--- config.mk ---
export PLATFORM = sky130hd
export DESIGN_NAME = panel_pattern_gen
export DESIGN_NICKNAME = d
export VERILOG_FILES = /design/src/bist_pkg.sv /design/src/panel_pattern_gen.sv
export SDC_FILE = /design/constraint.sdc
export NUM_CORES = 1
export LEC_CHECK = 0
export ABC_AREA = 1
export BUFFER_PORTS_ARGS = -buffer_cell sky130_fd_sc_hd__buf_2
export CAP_MARGIN = 20
export CELL_PAD_IN_SITES_DETAIL_PLACEMENT = 0
export CELL_PAD_IN_SITES_GLOBAL_PLACEMENT = 2
export CORE_ASPECT_RATIO = 1.4
export CORE_MARGIN = 8
export CORE_UTILIZATION = 28
export CTS_CLUSTER_SIZE = 16
export DETAILED_ROUTE_END_ITERATION = 6
export PLACE_DENSITY_LB_ADDON = 0.1
export SKIP_LAST_GASP = 1
export SLEW_MARGIN = 20
export SYNTH_ARGS = -nofsm -noshare
export SYNTH_HDL_FRONTEND = slang
export SYNTH_SLANG_ARGS = --single-unit
--- constraint.sdc ---
create_clock -name clk -period 1.69 [get_ports clk]
set_input_delay 0.169 -clock clk [delete_from_list [all_inputs] [get_ports clk]]
set_output_delay 0.169 -clock clk [all_outputs]
set_load 0.005 [all_outputs]
--- src/bist_pkg.sv ---
// constants and types for the serial link self-test checker
// How it works
// - self test runs while the enable pin or the enable config bit is set, the captured straps allow it and power down is low.
// - checking strobes come from the pixel clock or the internal oscillator, as selected.
// - an active test raises the back-channel test request toward the far transmitter.
// - once in test with lock, the result output goes high and checking begins.
// - each strobe that samples a symbol whose payload is not all zeros counts as one error.
// - every errored symbol drives the result low for half a pixel clock period, or one clk of the three-clk oscillator period.
// - at test end the result holds high if clean, constant low otherwise.
// - the held result stays until a new test, reset or power down.
// - the lock output stays valid throughout the whole test.
// - after the enable goes low the link returns to normal operation.
// - forward errors found after lock are counted in a readable status register.
// - the panel pattern runs while its enable bit is set and not powered down, even without video.
// - without a pixel clock the pattern runs from a programmed oscillator rate.
package bist_pkg;
  localparam int unsigned PAYLOAD_W = 35;
  localparam int unsigned ADDR_W    = 8;
  localparam int unsigned DATA_W    = 8;
  localparam int unsigned PIX_W     = 24;
  // clock rates in mhz; oscillator strobe is derived from them
  localparam int unsigned CLK_MHZ   = 100;
  localparam int unsigned OSC_MHZ   = 33;
  localparam int unsigned OSC_DIV   = CLK_MHZ / OSC_MHZ;
  localparam logic [1:0]  OSC_LAST  = 2'(OSC_DIV - 1);
  localparam logic [1:0]  OSC_HALF  = 2'(OSC_DIV / 2);
  // pixel clock counted absent after this many cycles without a rising edge
  localparam logic [4:0]  PCLK_LOSS_CYC = 5'h10;
  // strap capture waits for the pin synchronisers to fill
  localparam logic [1:0]  STRAP_WAIT    = 2'h3;
  localparam logic [2:0]  STRAP_UPPER_OK = 3'h0;
  // register offsets
  localparam logic [ADDR_W-1:0] REG_BIST_CFG    = 8'h24;
  localparam logic [ADDR_W-1:0] REG_ERR_STATUS  = 8'h25;
  localparam logic [ADDR_W-1:0] REG_PATTERN_CFG = 8'h26;
  localparam logic [ADDR_W-1:0] REG_PATTERN_DIV = 8'h27;
  // field positions
  localparam int unsigned CFG_EN_BIT   = 0;
  localparam int unsigned CFG_OSC_BIT  = 1;
  localparam int unsigned CFG_ST_LSB   = 4;
  localparam int unsigned CFG_RES_BIT  = 6;
  localparam int unsigned PAT_EN_BIT   = 0;
  localparam logic [DATA_W-1:0] ERR_MAX     = 8'hff;
  localparam logic [DATA_W-1:0] PAT_DIV_RST = 8'h03;
  // synchroniser lanes
  localparam int unsigned SYNC_W    = 9;
  localparam int unsigned SY_PCLK   = 0;
  localparam int unsigned SY_LOCK   = 1;
  localparam int unsigned SY_EN     = 2;
  localparam int unsigned SY_CSEL   = 3;
  localparam int unsigned SY_PDN    = 4;
  localparam int unsigned SY_STRAP0 = 5;
  localparam int unsigned SY_STRAP1 = 6;
  // pattern bars
  localparam int unsigned BAR_MSB   = 7;
  localparam int unsigned BAR_LSB   = 5;
  localparam logic [7:0]  COLOR_ON  = 8'hff;
  localparam logic [7:0]  COLOR_OFF = 8'h00;

  typedef enum logic [1:0] {
    ST_IDLE      = 2'b00,
    ST_WAIT_LOCK = 2'b01,
    ST_CHECK     = 2'b10
  } bist_state_e;
endpackage : bist_pkg

--- src/panel_pattern_gen.sv ---
// repetitive colour-bar panel pattern generator
`timescale 1ns/100ps
module panel_pattern_gen (
  input  wire logic                        clk,
  input  wire logic                        reset,
  input  wire logic                        run,
  input  wire logic                        pclk_tick,
  input  wire logic                        pclk_present,
  input  wire logic [bist_pkg::DATA_W-1:0] div,
  output logic      [bist_pkg::PIX_W-1:0]  pixel,
  output logic                             valid
);
  logic [bist_pkg::DATA_W-1:0] div_cnt_q;
  logic [7:0]                  pos_q;
  logic                        prog_tick;
  logic                        tick;
  logic [2:0]                  bar;

  assign prog_tick = (div_cnt_q >= div);
  assign tick      = pclk_present ? pclk_tick : prog_tick;
  assign bar       = pos_q[bist_pkg::BAR_MSB:bist_pkg::BAR_LSB];

  // programmable divider free-runs so the pattern needs no video input
  always_ff @(posedge clk)
  begin
    if (reset || prog_tick)
      div_cnt_q <= '0;
    else
      div_cnt_q <= div_cnt_q + 8'h01;
  end

  always_ff @(posedge clk)
  begin
    if (reset)
    begin
      pos_q <= '0;
      pixel <= '0;
      valid <= 1'b0;
    end
    else
    begin
      valid <= run && tick;
      if (run && tick)
      begin
        pos_q <= pos_q + 8'h01;  // wraps, so the bars repeat
        pixel <= {bar[2] ? bist_pkg::COLOR_ON : bist_pkg::COLOR_OFF,
                  bar[1] ? bist_pkg::COLOR_ON : bist_pkg::COLOR_OFF,
                  bar[0] ? bist_pkg::COLOR_ON : bist_pkg::COLOR_OFF};
      end
    end
  end
endmodule : panel_pattern_gen

# ---- Word level (Yosys, flattened, before mapping)
# Index checks and enable logic that the tools add are counted.
dict set report word_totals {
  regBits 41
  word_cells 13
}
dict set report op_classes {
  add_sub_neg 2
  order_cmp 1
  muxes 4
  n_reduce_logical 2
}
# cell n
set op_table {}
lappend op_table {{$mux 8} 3}
lappend op_table {{$add 8x1->8 const B} 2}
lappend op_table {{$ge 8x8->1} 1}
lappend op_table {{$logic_and 1x1->1} 1}
lappend op_table {{$logic_or 1x1->1} 1}
lappend op_table {{$mux 1} 1}

# ---- Logic depth before layout (Yosys ltp)
# Gate-level depths: netlist of the first run.
dict set report logic_depth {
  word_depth 3
  depth_mapped 13
  mapped_depth_nobuf 13
}

# ---- Least setup slack after synthesis of the first run
# No wires, ideal clock.
dict set report synth_timing {
  path_type {flip-flop to flip-flop}
  start {register div_cnt_q[3] (netlist bit)}
  end {register pos_q[3]}
  setup_time_ns 0.064
  arrival_ns 1.382
  slack_ns 0.244
  path_stages_with_launch 12
  n_path_buf 1
  period_less_slack_ns 1.446
  cell_sequence {dfxtp_1 > ha_1 > nand2_1 > inv_1 > nand2_1 > nand2_1 > nand2_1 > nand4_4 > buf_6 > nand4_1 > nand2_1 > nor2_1}
}
dict set report synth_via {
  elab_chain_cells 3
}
# item line_no
set synth_rtl {}
lappend synth_rtl {{from (decl)} panel_pattern_gen.sv:13} ;# logic [bist_pkg::DATA_W-1:0] div_cnt_q;
lappend synth_rtl {{from (signal assigned)} panel_pattern_gen.sv:29} ;# div_cnt_q <= div_cnt_q + 8'h01;
lappend synth_rtl {{$ge 8x8->1} panel_pattern_gen.sv:19} ;# assign prog_tick = (div_cnt_q >= div);
lappend synth_rtl {{$mux 1} panel_pattern_gen.sv:20} ;# assign tick = pclk_present ? pclk_tick : prog_tick;
lappend synth_rtl {{$logic_and 1x1->1} panel_pattern_gen.sv:43} ;# if (run && tick)
lappend synth_rtl {{to (signal assigned)} panel_pattern_gen.sv:45} ;# pos_q <= pos_q + 8'h01;
lappend synth_rtl {{to (decl)} panel_pattern_gen.sv:14} ;# logic [7:0] pos_q;
# No other way between the ends.
# A chain may end at the register's enable or synchronous reset.

# ---- Worst setup path after layout of the first run
dict set report layout_timing {
  start {register div_cnt_q[7] (netlist bit)}
  end {register pos_q[5]}
}
# Same word-level chain as after synthesis.

==> results of run 1 <==
## synth_stat cells
cell type / instances
a21o_1: 1
a21oi_1: 3
buf_2: 3
buf_4: 21
buf_6: 2
dfxtp_1: 20
ha_1: 10
inv_1: 43
nand2_1: 39
nand2_2: 1
nand3_1: 11
nand3_2: 1
nand3b_1: 1
nand4_1: 10
nand4_4: 1
nor2_1: 24
nor2_4: 1
nor3_1: 2
nor3_2: 1
nor3_4: 1
nor3b_1: 1
or2_1: 1
xnor2_1: 1
xor2_1: 4
## flip-flops by register name, indices dropped and copies added, names as in the netlist
register,cells
pos_q,8
pixel,3
div_cnt_q,8
valid,1
## where the power goes
part	switching (mW)	internal, mW	total, mW
logic	0.101	0.0847	0.186
clock network	0.156	0.159	0.315
registers	0.0137	0.487	0.501
total	0.271	0.730	1.00
## cells by family (layout without fill, tap and decap cells)
group / after synthesis / count (layout) / share of synthesized area (%)
adder cells (fa/ha/maj): 10 / 10 / 8.88
AND/OR/NAND/NOR: 95 / 95 / 32.7
buffers and inverters: 69 / 90 / 25.3
XOR/XNOR: 5 / 5 / 3.11
flip-flops: 20 / 20 / 28.4
AO/OA/AOI/OAI: 4 / 4 / 1.60
## timing repair
action,in CTS,in global routing
resized for setup,0,3
endpoints found under the setup margin,0,2
setup buffers,0,0
## worst min-delay path by stage
stage,start,cells past startpoint,end,slack (ns)
finish,reset,2,valid,0.07
CTS,reset,2,valid,0.06
global route,reset,2,valid,0.07
detailed placement,reset,2,valid,0.35
global placement,reset,2,valid,0.36
floorplan,reset,1,valid,0.24
## per-layer routing
layer | wire, um | global-route usage [%] | part of all wire, % | up-vias
met4 | 46 | 3.64 | 1.5 | 0
met2 | 1700 | 17.0 | 56 | 20
met3 | 132 | 2.50 | 4.3 | 5
li1 | - | - | - | 638
met1 | 1160 | 7.49 | 38 | 507
met5 | 0 | 0 | 0 | -
## final cells by class
type | count | area [um2]
flip-flops and latches | 20 | 400
clock buffers | 3 | 41.3
inverters | 43 | 161
repair buffers | 44 | 250
fillers | 529 | 3240
well taps | 64 | 80.1
multi-input cells | 114 | 664
## per-stage QoR
stage | cells | TNS (ns)
6_report | 288 | 0
4_1_cts | 288 | 0
3_5_place_dp | 285 | 0
5_1_grt | 288 | -0.00260
3_3_place_gp | 285 | 0
2_1_floorplan | 203 | 0
==> run metrics, run 1 <==
outcome complete, no violations; Starting Density 29.1%; Post-DP HPWL 2.53 mm; Worst Setup EP pos_q[5]; cts hold-fix bufs 0; dpl cell area 1540 um2; vias 1,170; first-iteration detailed-routing DRC count 26; commonest non-fill, non-tap cell in the layout inv_1; Initial DRT Pass Iterations 2; Fin. Hold Viols 0; Power Dens Cells 627 nW/um2; Power Total 1.00 mW; Synth Net Count 226; Worst Setup Path Type reg2reg; # clock sinks 20; Area Overhead vs Synth 13.4%; Ys Warns 0; final antenna diode count 0; clock latency on the worst-skew pair 0.26 ns; vias in the first global route 1,251; Routed WL 3.04 mm; Reg2Reg Launch Point div_cnt_q[7]; Worst-path clk slew 0.07 ns; chip height 99.9 um; CP startpoint kind flop; Setup-failing EPs final 0; post-route design area 1600 um2; Final Slew Violations 0; initial antenna violation count 0; Hold Path Class in2reg; critical path depth 10; Max-Cap Viols 0; first-pass GRT wire length 5.24 mm; skew final 0.00375 ns; Clock Tree Root clkbuf_8; CP most frequent cell nand2_1; Clock Tree Buf Depth 2; CP max-delay cell dfxtp_1; Post-route DRC 0; WP data arrival 1.77 ns; GPL Wtd Cong 0.709; FP Rows 30; I/O Pins 38; Slew HR 76.3%; WL/cell 10.5 um; commonest non-fill, non-tap cells in the layout 43 x inv_1, 38 x nand2_1, 37 x buf_2; post-DR vias/cell 4.06; min cycle time layout 1.57 ns; Max IR drop VDD 205 uV; FF-to-FF setup slack 0.12 ns; worst slack, placed 0.121 ns; RSZ-0062 raised after global routing yes; Final nets 249; die area 7590 um2; post-synth top area share 28.4%; CTS tree yes; WP data required 1.89 ns; GRT Util Overall 8.46%; crit end category flop; final worst slack 0.121 ns; Post-Syn Area 1410 um2; TritonCTS Buffers 3; R2R Path End pos_q[5]; post-synthesis cell count 203; pin count of the biggest net entering global routing 18; worst path buffer plus inverter count 2; layout cells sized above 1 24.6%; f_max 637 MHz; slew at the pin with the worst max-slew slack 0.355 ns; post-synthesis register bit count 20; slowest stage delay, CP 0.33 ns; Mapped Avg Cell Area 6.94 um2; leakage power 0.880 nW; final worst-path cycle share 92.8%; Synth area leaders dfxtp_1 28%, inv_1 11%, buf_4 11%; R2R depth 10; Seq/Total Area, Yosys 28.4%; CP max FO 17; hold slack final 0.0717 ns; Final Core Density 33.0%; synth unique cells 24; core area 4840 um2; gr ovfl total 0; Yosys top cell by area dfxtp_1; Worst setup startpoint div_cnt_q[7]; post-route ant nets 0; Top Family by Delay on Critical Path simple AND/OR/NAND/NOR gates; CTS HTree Levels 1; Port-buffer cells 37; Die Wd 76.0 um; CP cell instances ha_1 -> nand2_1 -> a21oi_1 -> nor2_4 -> nand4_4 -> buf_12 -> nand3_1 -> nand2_1 -> inv_1 -> nor2_1
No activity file was read; power rests on OpenSTA's default activity.
==> inputs of run 2 (changes only) <==
- CORE_ASPECT_RATIO: 1.4 -> 1.1
==> run 2 against run 1 <==
Against the previous run:
- wire length up 0.86%
- global-route usage rose by 0.13 points
- power increased by 7.0%
- worst hold slack about the same
- flip-flop and latch count unchanged
- final cell count shrank 0.69%
- combinational power is 5% higher
- critical endpoint is now pos_q[6]
- largest cell class unchanged
- largest power group unchanged
- highest routed layer unchanged
==> run metrics, run 2 (synthesis gave the netlist of run 1 again) <==
die area 7560 um2 (-0.39%); Final Core Density 33.5% (+0.49 points); CP startpoint kind flop; Clock Tree Buf Depth 2 (unchanged); CP max FO 11 (-6); WP data required 1.85 ns (-0.04 ns); chip height 90.4 um (-9.5%); sequential power share 46.8% (-3.2 points); combinational share of power 18.3% (-0.2 points); first-iteration detailed-routing DRC count 39 (+50%); outcome complete, no violations; Routed WL 3.06 mm (+0.86%); leakage power 0.903 nW (+2.6%); Hold Path Class in2reg; Die Wd 83.6 um (+10%); worst slack, placed -0.0171 ns (-0.138 ns); Initial DRT Pass Iterations 6 (+4); Post-DP HPWL 2.48 mm (-1.9%); min cycle time layout 1.57 ns (-0.000917 ns); FP Rows 27 (-10%); Max-Cap Viols 0 (unchanged); RSZ-0062 raised after global routing no; vias 1,199 (+2.5%); WL/cell 10.7 um (+1.6%); Setup-failing EPs final 0 (unchanged); skew final 0.00620 ns (+0.00245 ns); commonest non-fill, non-tap cells in the layout 43 x inv_1, 37 x buf_2, 36 x nand2_1; Worst Setup Path Type reg2reg; Reg2Reg Launch Point div_cnt_q[7]; Power Dens Cells 649 nW/um2 (+3.5%); Starting Density 28.6% (-0.53 points); I/O Pins 38 (unchanged); gr ovfl total 0 (unchanged); Post-route DRC 0 (unchanged); commonest non-fill, non-tap cell in the layout inv_1; CTS HTree Levels 1 (unchanged); post-DR vias/cell 4.19 (+3.2%); f_max 638 MHz (about the same); Final nets 252 (+1.2%); # fillers 563 (+6.4%); TritonCTS Buffers 3 (unchanged); GPL Wtd Cong 0.705 (-0.48%); first-pass GRT wire length 5.51 mm (+5.0%); Port-buffer cells 37 (unchanged); Worst-path clk slew 0.08 ns (about the same); initial antenna violation count 0 (unchanged); hold slack final 0.0721 ns (+0.000348 ns); clock network fraction of design power 35.0% (+3.5 points); CTS tree yes; WP data arrival 1.73 ns (-0.04 ns); Final Slew Violations 0 (unchanged); Max IR drop VDD 265 uV (+29%); layout cells sized above 1 27.6% (+3.1 points); Fin. Hold Viols 0 (unchanged); cts hold-fix bufs 0 (unchanged); net switching power 285 uW (+5.3%); crit end category flop; slew at the pin with the worst max-slew slack 0.360 ns (+0.00473 ns); core area 4930 um2 (+1.9%); GRT Util Overall 8.59% (+0.13 points); Area Overhead vs Synth 17.2%; # clock sinks 20 (unchanged); Largest regs div_cnt_q x8, pos_q x8, pixel x3; Worst setup startpoint div_cnt_q[7]; Slew HR 76.0% (-0.32 points); post-route ant nets 0 (unchanged); Clock Tree Root clkbuf_8; final worst slack 0.122 ns (+0.000917 ns); final antenna diode count 0 (unchanged); final worst-path cycle share 92.8% (about the same); TNS Setup 0 ns (unchanged); Switching Share 26.6% (-0.43 points); pin count of the biggest net entering global routing 12 (-6); Int Power 786 uW (+7.6%); vias in the first global route 1,309 (+4.6%); hold_sp reset; clock latency on the worst-skew pair 0.26 ns (about the same)
==> run 2: critical path, cell delays in order (launching register included) <==
cell,delay [ns]
dfxtp_1,0.40
ha_4,0.23
a21o_1,0.18
nor2_4,0.12
nand4_4,0.16
buf_12,0.18
nand3_1,0.06
nand2_1,0.05
inv_1,0.05
nor2_1,0.04
==> run 2: power by group through the flow <==
stage / Combinational [mW] / Clock, mW / Sequential (mW)
after floorplan: 0.144 / 0 / 0.514
after CTS: 0.194 / 0.400 / 0.502
final: 0.196 / 0.375 / 0.501
after global placement: 0.186 / 0 / 0.512
after global routing: 0.228 / 0.421 / 0.505
after detailed placement: 0.185 / 0 / 0.513
==> run 2: through the flow <==
step	power, mW	instances	cell area, um2
global route	1.15	286	1650
CTS	1.10	285	1610
finish	1.07	286	1650
detailed placement	0.697	279	1520
floorplan	0.657	203	1410
global placement	0.698	279	1520
==> run 2: worst paths after layout <==
check | cells past startpoint | to | slack (ns)
hold / removal | 2 | valid | 0.07
hold reg to reg | 2 | pos_q[4] | 0.45
setup / recovery | 9 | pos_q[6] | 0.12
setup reg to reg | 9 | pos_q[6] | 0.12
==> run 2: repair_timing <==
| action | CTS | global route |
|---|---|---|
| setup buffers | 2 | 1 |
| gates resized for setup | 0 | 8 |
| endpoints found under the setup margin | 5 | 11 |
| pin swaps | 1 | 3 |
==> run 2: routing by layer <==
metal / wire [um] / share of wire [%] / global-route usage, %
met1: 1310 / 43 / 8.26
met2: 1500 / 49 / 16.0
met3: 196 / 6.4 / 2.89
met4: 52 / 1.7 / 3.89
met5: 0 / 0 / 0
==> run 2: final cells by class <==
cell class	instances	area, um2	area share (%)
multi-input cells	114	686	41.5
flip-flops and latches	20	400	24.2
repair buffers	47	277	16.7
inverters	43	161	9.77
well taps	58	72.6	4.39
clock buffers	4	55.1	3.33
==> inputs of run 3 (changes only) <==
- RECOVER_POWER: not set -> 50
==> run 3 against run 2 <==
Against the previous run:
- largest power group unchanged
- clock power hardly changed
- register-to-register slack about the same
- die area did not move
==> run metrics, run 3 (synthesis gave the netlist of run 1 again) <==
Area Overhead vs Synth 15.8%; cts hold-fix bufs 0 (unchanged); Clock Tree Buf Depth 2 (unchanged); Hold Path Class in2reg; RSZ-0062 raised after global routing no; chip height 90.4 um (unchanged); CP max-delay cell dfxtp_1; FF-to-FF setup slack 0.12 ns (about the same); GPL Wtd Cong 0.705 (unchanged); final worst slack 0.122 ns (unchanged); Power Dens Cells 654 nW/um2 (+0.77%); Reg2Reg Launch Point div_cnt_q[7]; Slew HR 76.0% (unchanged); die area 7560 um2 (unchanged); post-route ant nets 0 (unchanged); Port-buffer cells 37 (unchanged); Starting Density 28.6% (unchanged); CP cell instances ha_4 -> a21o_1 -> nor2_4 -> nand4_4 -> buf_12 -> nand3_1 -> nand2_1 -> inv_1 -> nor2_1; Die Wd 83.6 um (unchanged); Initial DRT Pass Iterations 6 (unchanged); outcome complete, no violations; Worst-path clk slew 0.08 ns (about the same); Multi-input gate area 686 um2 (unchanged); R2R depth 9 (unchanged); register area 400 um2 (unchanged); Largest regs div_cnt_q x8, pos_q x8, pixel x3; hold slack final 0.0720 ns (-0.000105 ns); Final Core Density 33.1% (-0.41 points); dpl cell area 1520 um2 (unchanged); Routed WL 3.08 mm (+0.46%); gr ovfl total 0 (unchanged); final antenna diode count 0 (unchanged); vias in the first global route 1,309 (unchanged); first-pass GRT wire length 5.51 mm (unchanged); slowest stage delay, CP 0.40 ns (about the same); Top Family by Delay on Critical Path simple AND/OR/NAND/NOR gates; skew final 0.00619 ns (-0.0000108 ns); Hold Crit Depth 2 (unchanged); leakage power 0.838 nW (-7.2%); TritonCTS Buffers 3 (unchanged); post-route design area 1630 um2 (-1.2%); slew at the pin with the worst max-slew slack 0.360 ns (unchanged); min cycle time layout 1.57 ns (unchanged); Setup-failing EPs final 0 (unchanged); core area 4930 um2 (unchanged); CTS HTree Levels 1 (unchanged); layout cells sized above 1 20.6% (-7.0 points); Max IR drop VDD 265 uV (-0.11%); GRT Util Overall 8.59% (unchanged); Worst Setup Path Type reg2reg; Post-DP HPWL 2.48 mm (unchanged); WP data arrival 1.73 ns (about the same); CP startpoint kind flop; Post-route DRC 0 (unchanged); f_max 638 MHz (unchanged); Fin. Hold Viols 0 (unchanged); hold_sp reset; Max-Cap Viols 0 (unchanged); I/O Pins 38 (unchanged); commonest non-fill, non-tap cells in the layout 43 x inv_1, 36 x nand2_1, 23 x nor2_1; CP max FO 11 (unchanged); # clock sinks 20 (unchanged); worst path buffer plus inverter count 2 (unchanged); R2R Path End pos_q[6]; vias 1,202 (+0.25%); Worst setup startpoint div_cnt_q[7]; pin count of the biggest net entering global routing 12 (unchanged); FP Rows 27 (unchanged); CTS tree yes; Final nets 252 (unchanged); Worst Hold End valid; # fillers 572 (+1.6%); initial antenna violation count 0 (unchanged); post-DR vias/cell 4.20 (+0.25%); commonest non-fill, non-tap cell in the layout inv_1; WP data required 1.85 ns (about the same); worst slack, placed -0.0171 ns (unchanged); Final Slew Violations 0 (unchanged); first-iteration detailed-routing DRC count 39 (unchanged); final worst-path cycle share 92.8% (unchanged); clock latency on the worst-skew pair 0.26 ns (about the same); WL/cell 10.8 um (+0.46%); crit end category flop; Clock Tree Root clkbuf_8
[run 3: cell types whose count changed in the layout (fill, tap and decap cells not counted)]
cell / delta
buf_2: -16
clkbuf_1: +16
[run 3: layout make-up]
| type | count | area share, % |
|---|---|---|
| multi-input combinational | 114 | 42.0 |
| inverter | 43 | 9.89 |
| clock buffer | 4 | 3.37 |
| tap | 58 | 4.45 |
| timing repair buffer | 47 | 15.7 |
| sequential | 20 | 24.5 |
[run 3: layer usage]
layer | track usage, % | vias to the layer above | routed length [um]
met1 | 8.26 | 526 | 1310
li1 | - | 646 | -
met2 | 16.0 | 25 | 1510
met5 | 0 | - | 0
met4 | 3.89 | 0 | 52
met3 | 2.89 | 5 | 205
[run 3: how the worst max path moves through the flow]
stage	endpoint	slack (ns)	depth (start not counted)
2_1_floorplan	pos_q[3]	0.24	11
3_3_place_gp	pos_q[1]	0.01	8
3_5_place_dp	pos_q[0]	-0.02	9
4_1_cts	pixel[7]	0.07	9
5_1_grt	pos_q[1]	0.004	11
6_report	pos_q[6]	0.12	9
[run 3: through the flow]
step	setup TNS [ns]	power, mW	cells
global placement	0	0.698	279
global route	0	1.15	286
detailed placement	-0.0545	0.697	279
floorplan	0	0.657	203
finish	0	1.07	286
CTS	0	1.10	285
[run 3: what timing repair did]
action                                  4_1_cts  5_1_grt
endpoints found under the setup margin        5       11
setup buffers                                 2        1
pin swaps                                     1        3
resized for setup                             0        8
[run 3: power breakdown]
group | total (mW) | internal [mW] | leakage, nW | switching, mW
logic | 0.190 | 0.0858 | 0.647 | 0.104
clock network | 0.375 | 0.208 | 0.0288 | 0.167
registers | 0.502 | 0.487 | 0.163 | 0.0149
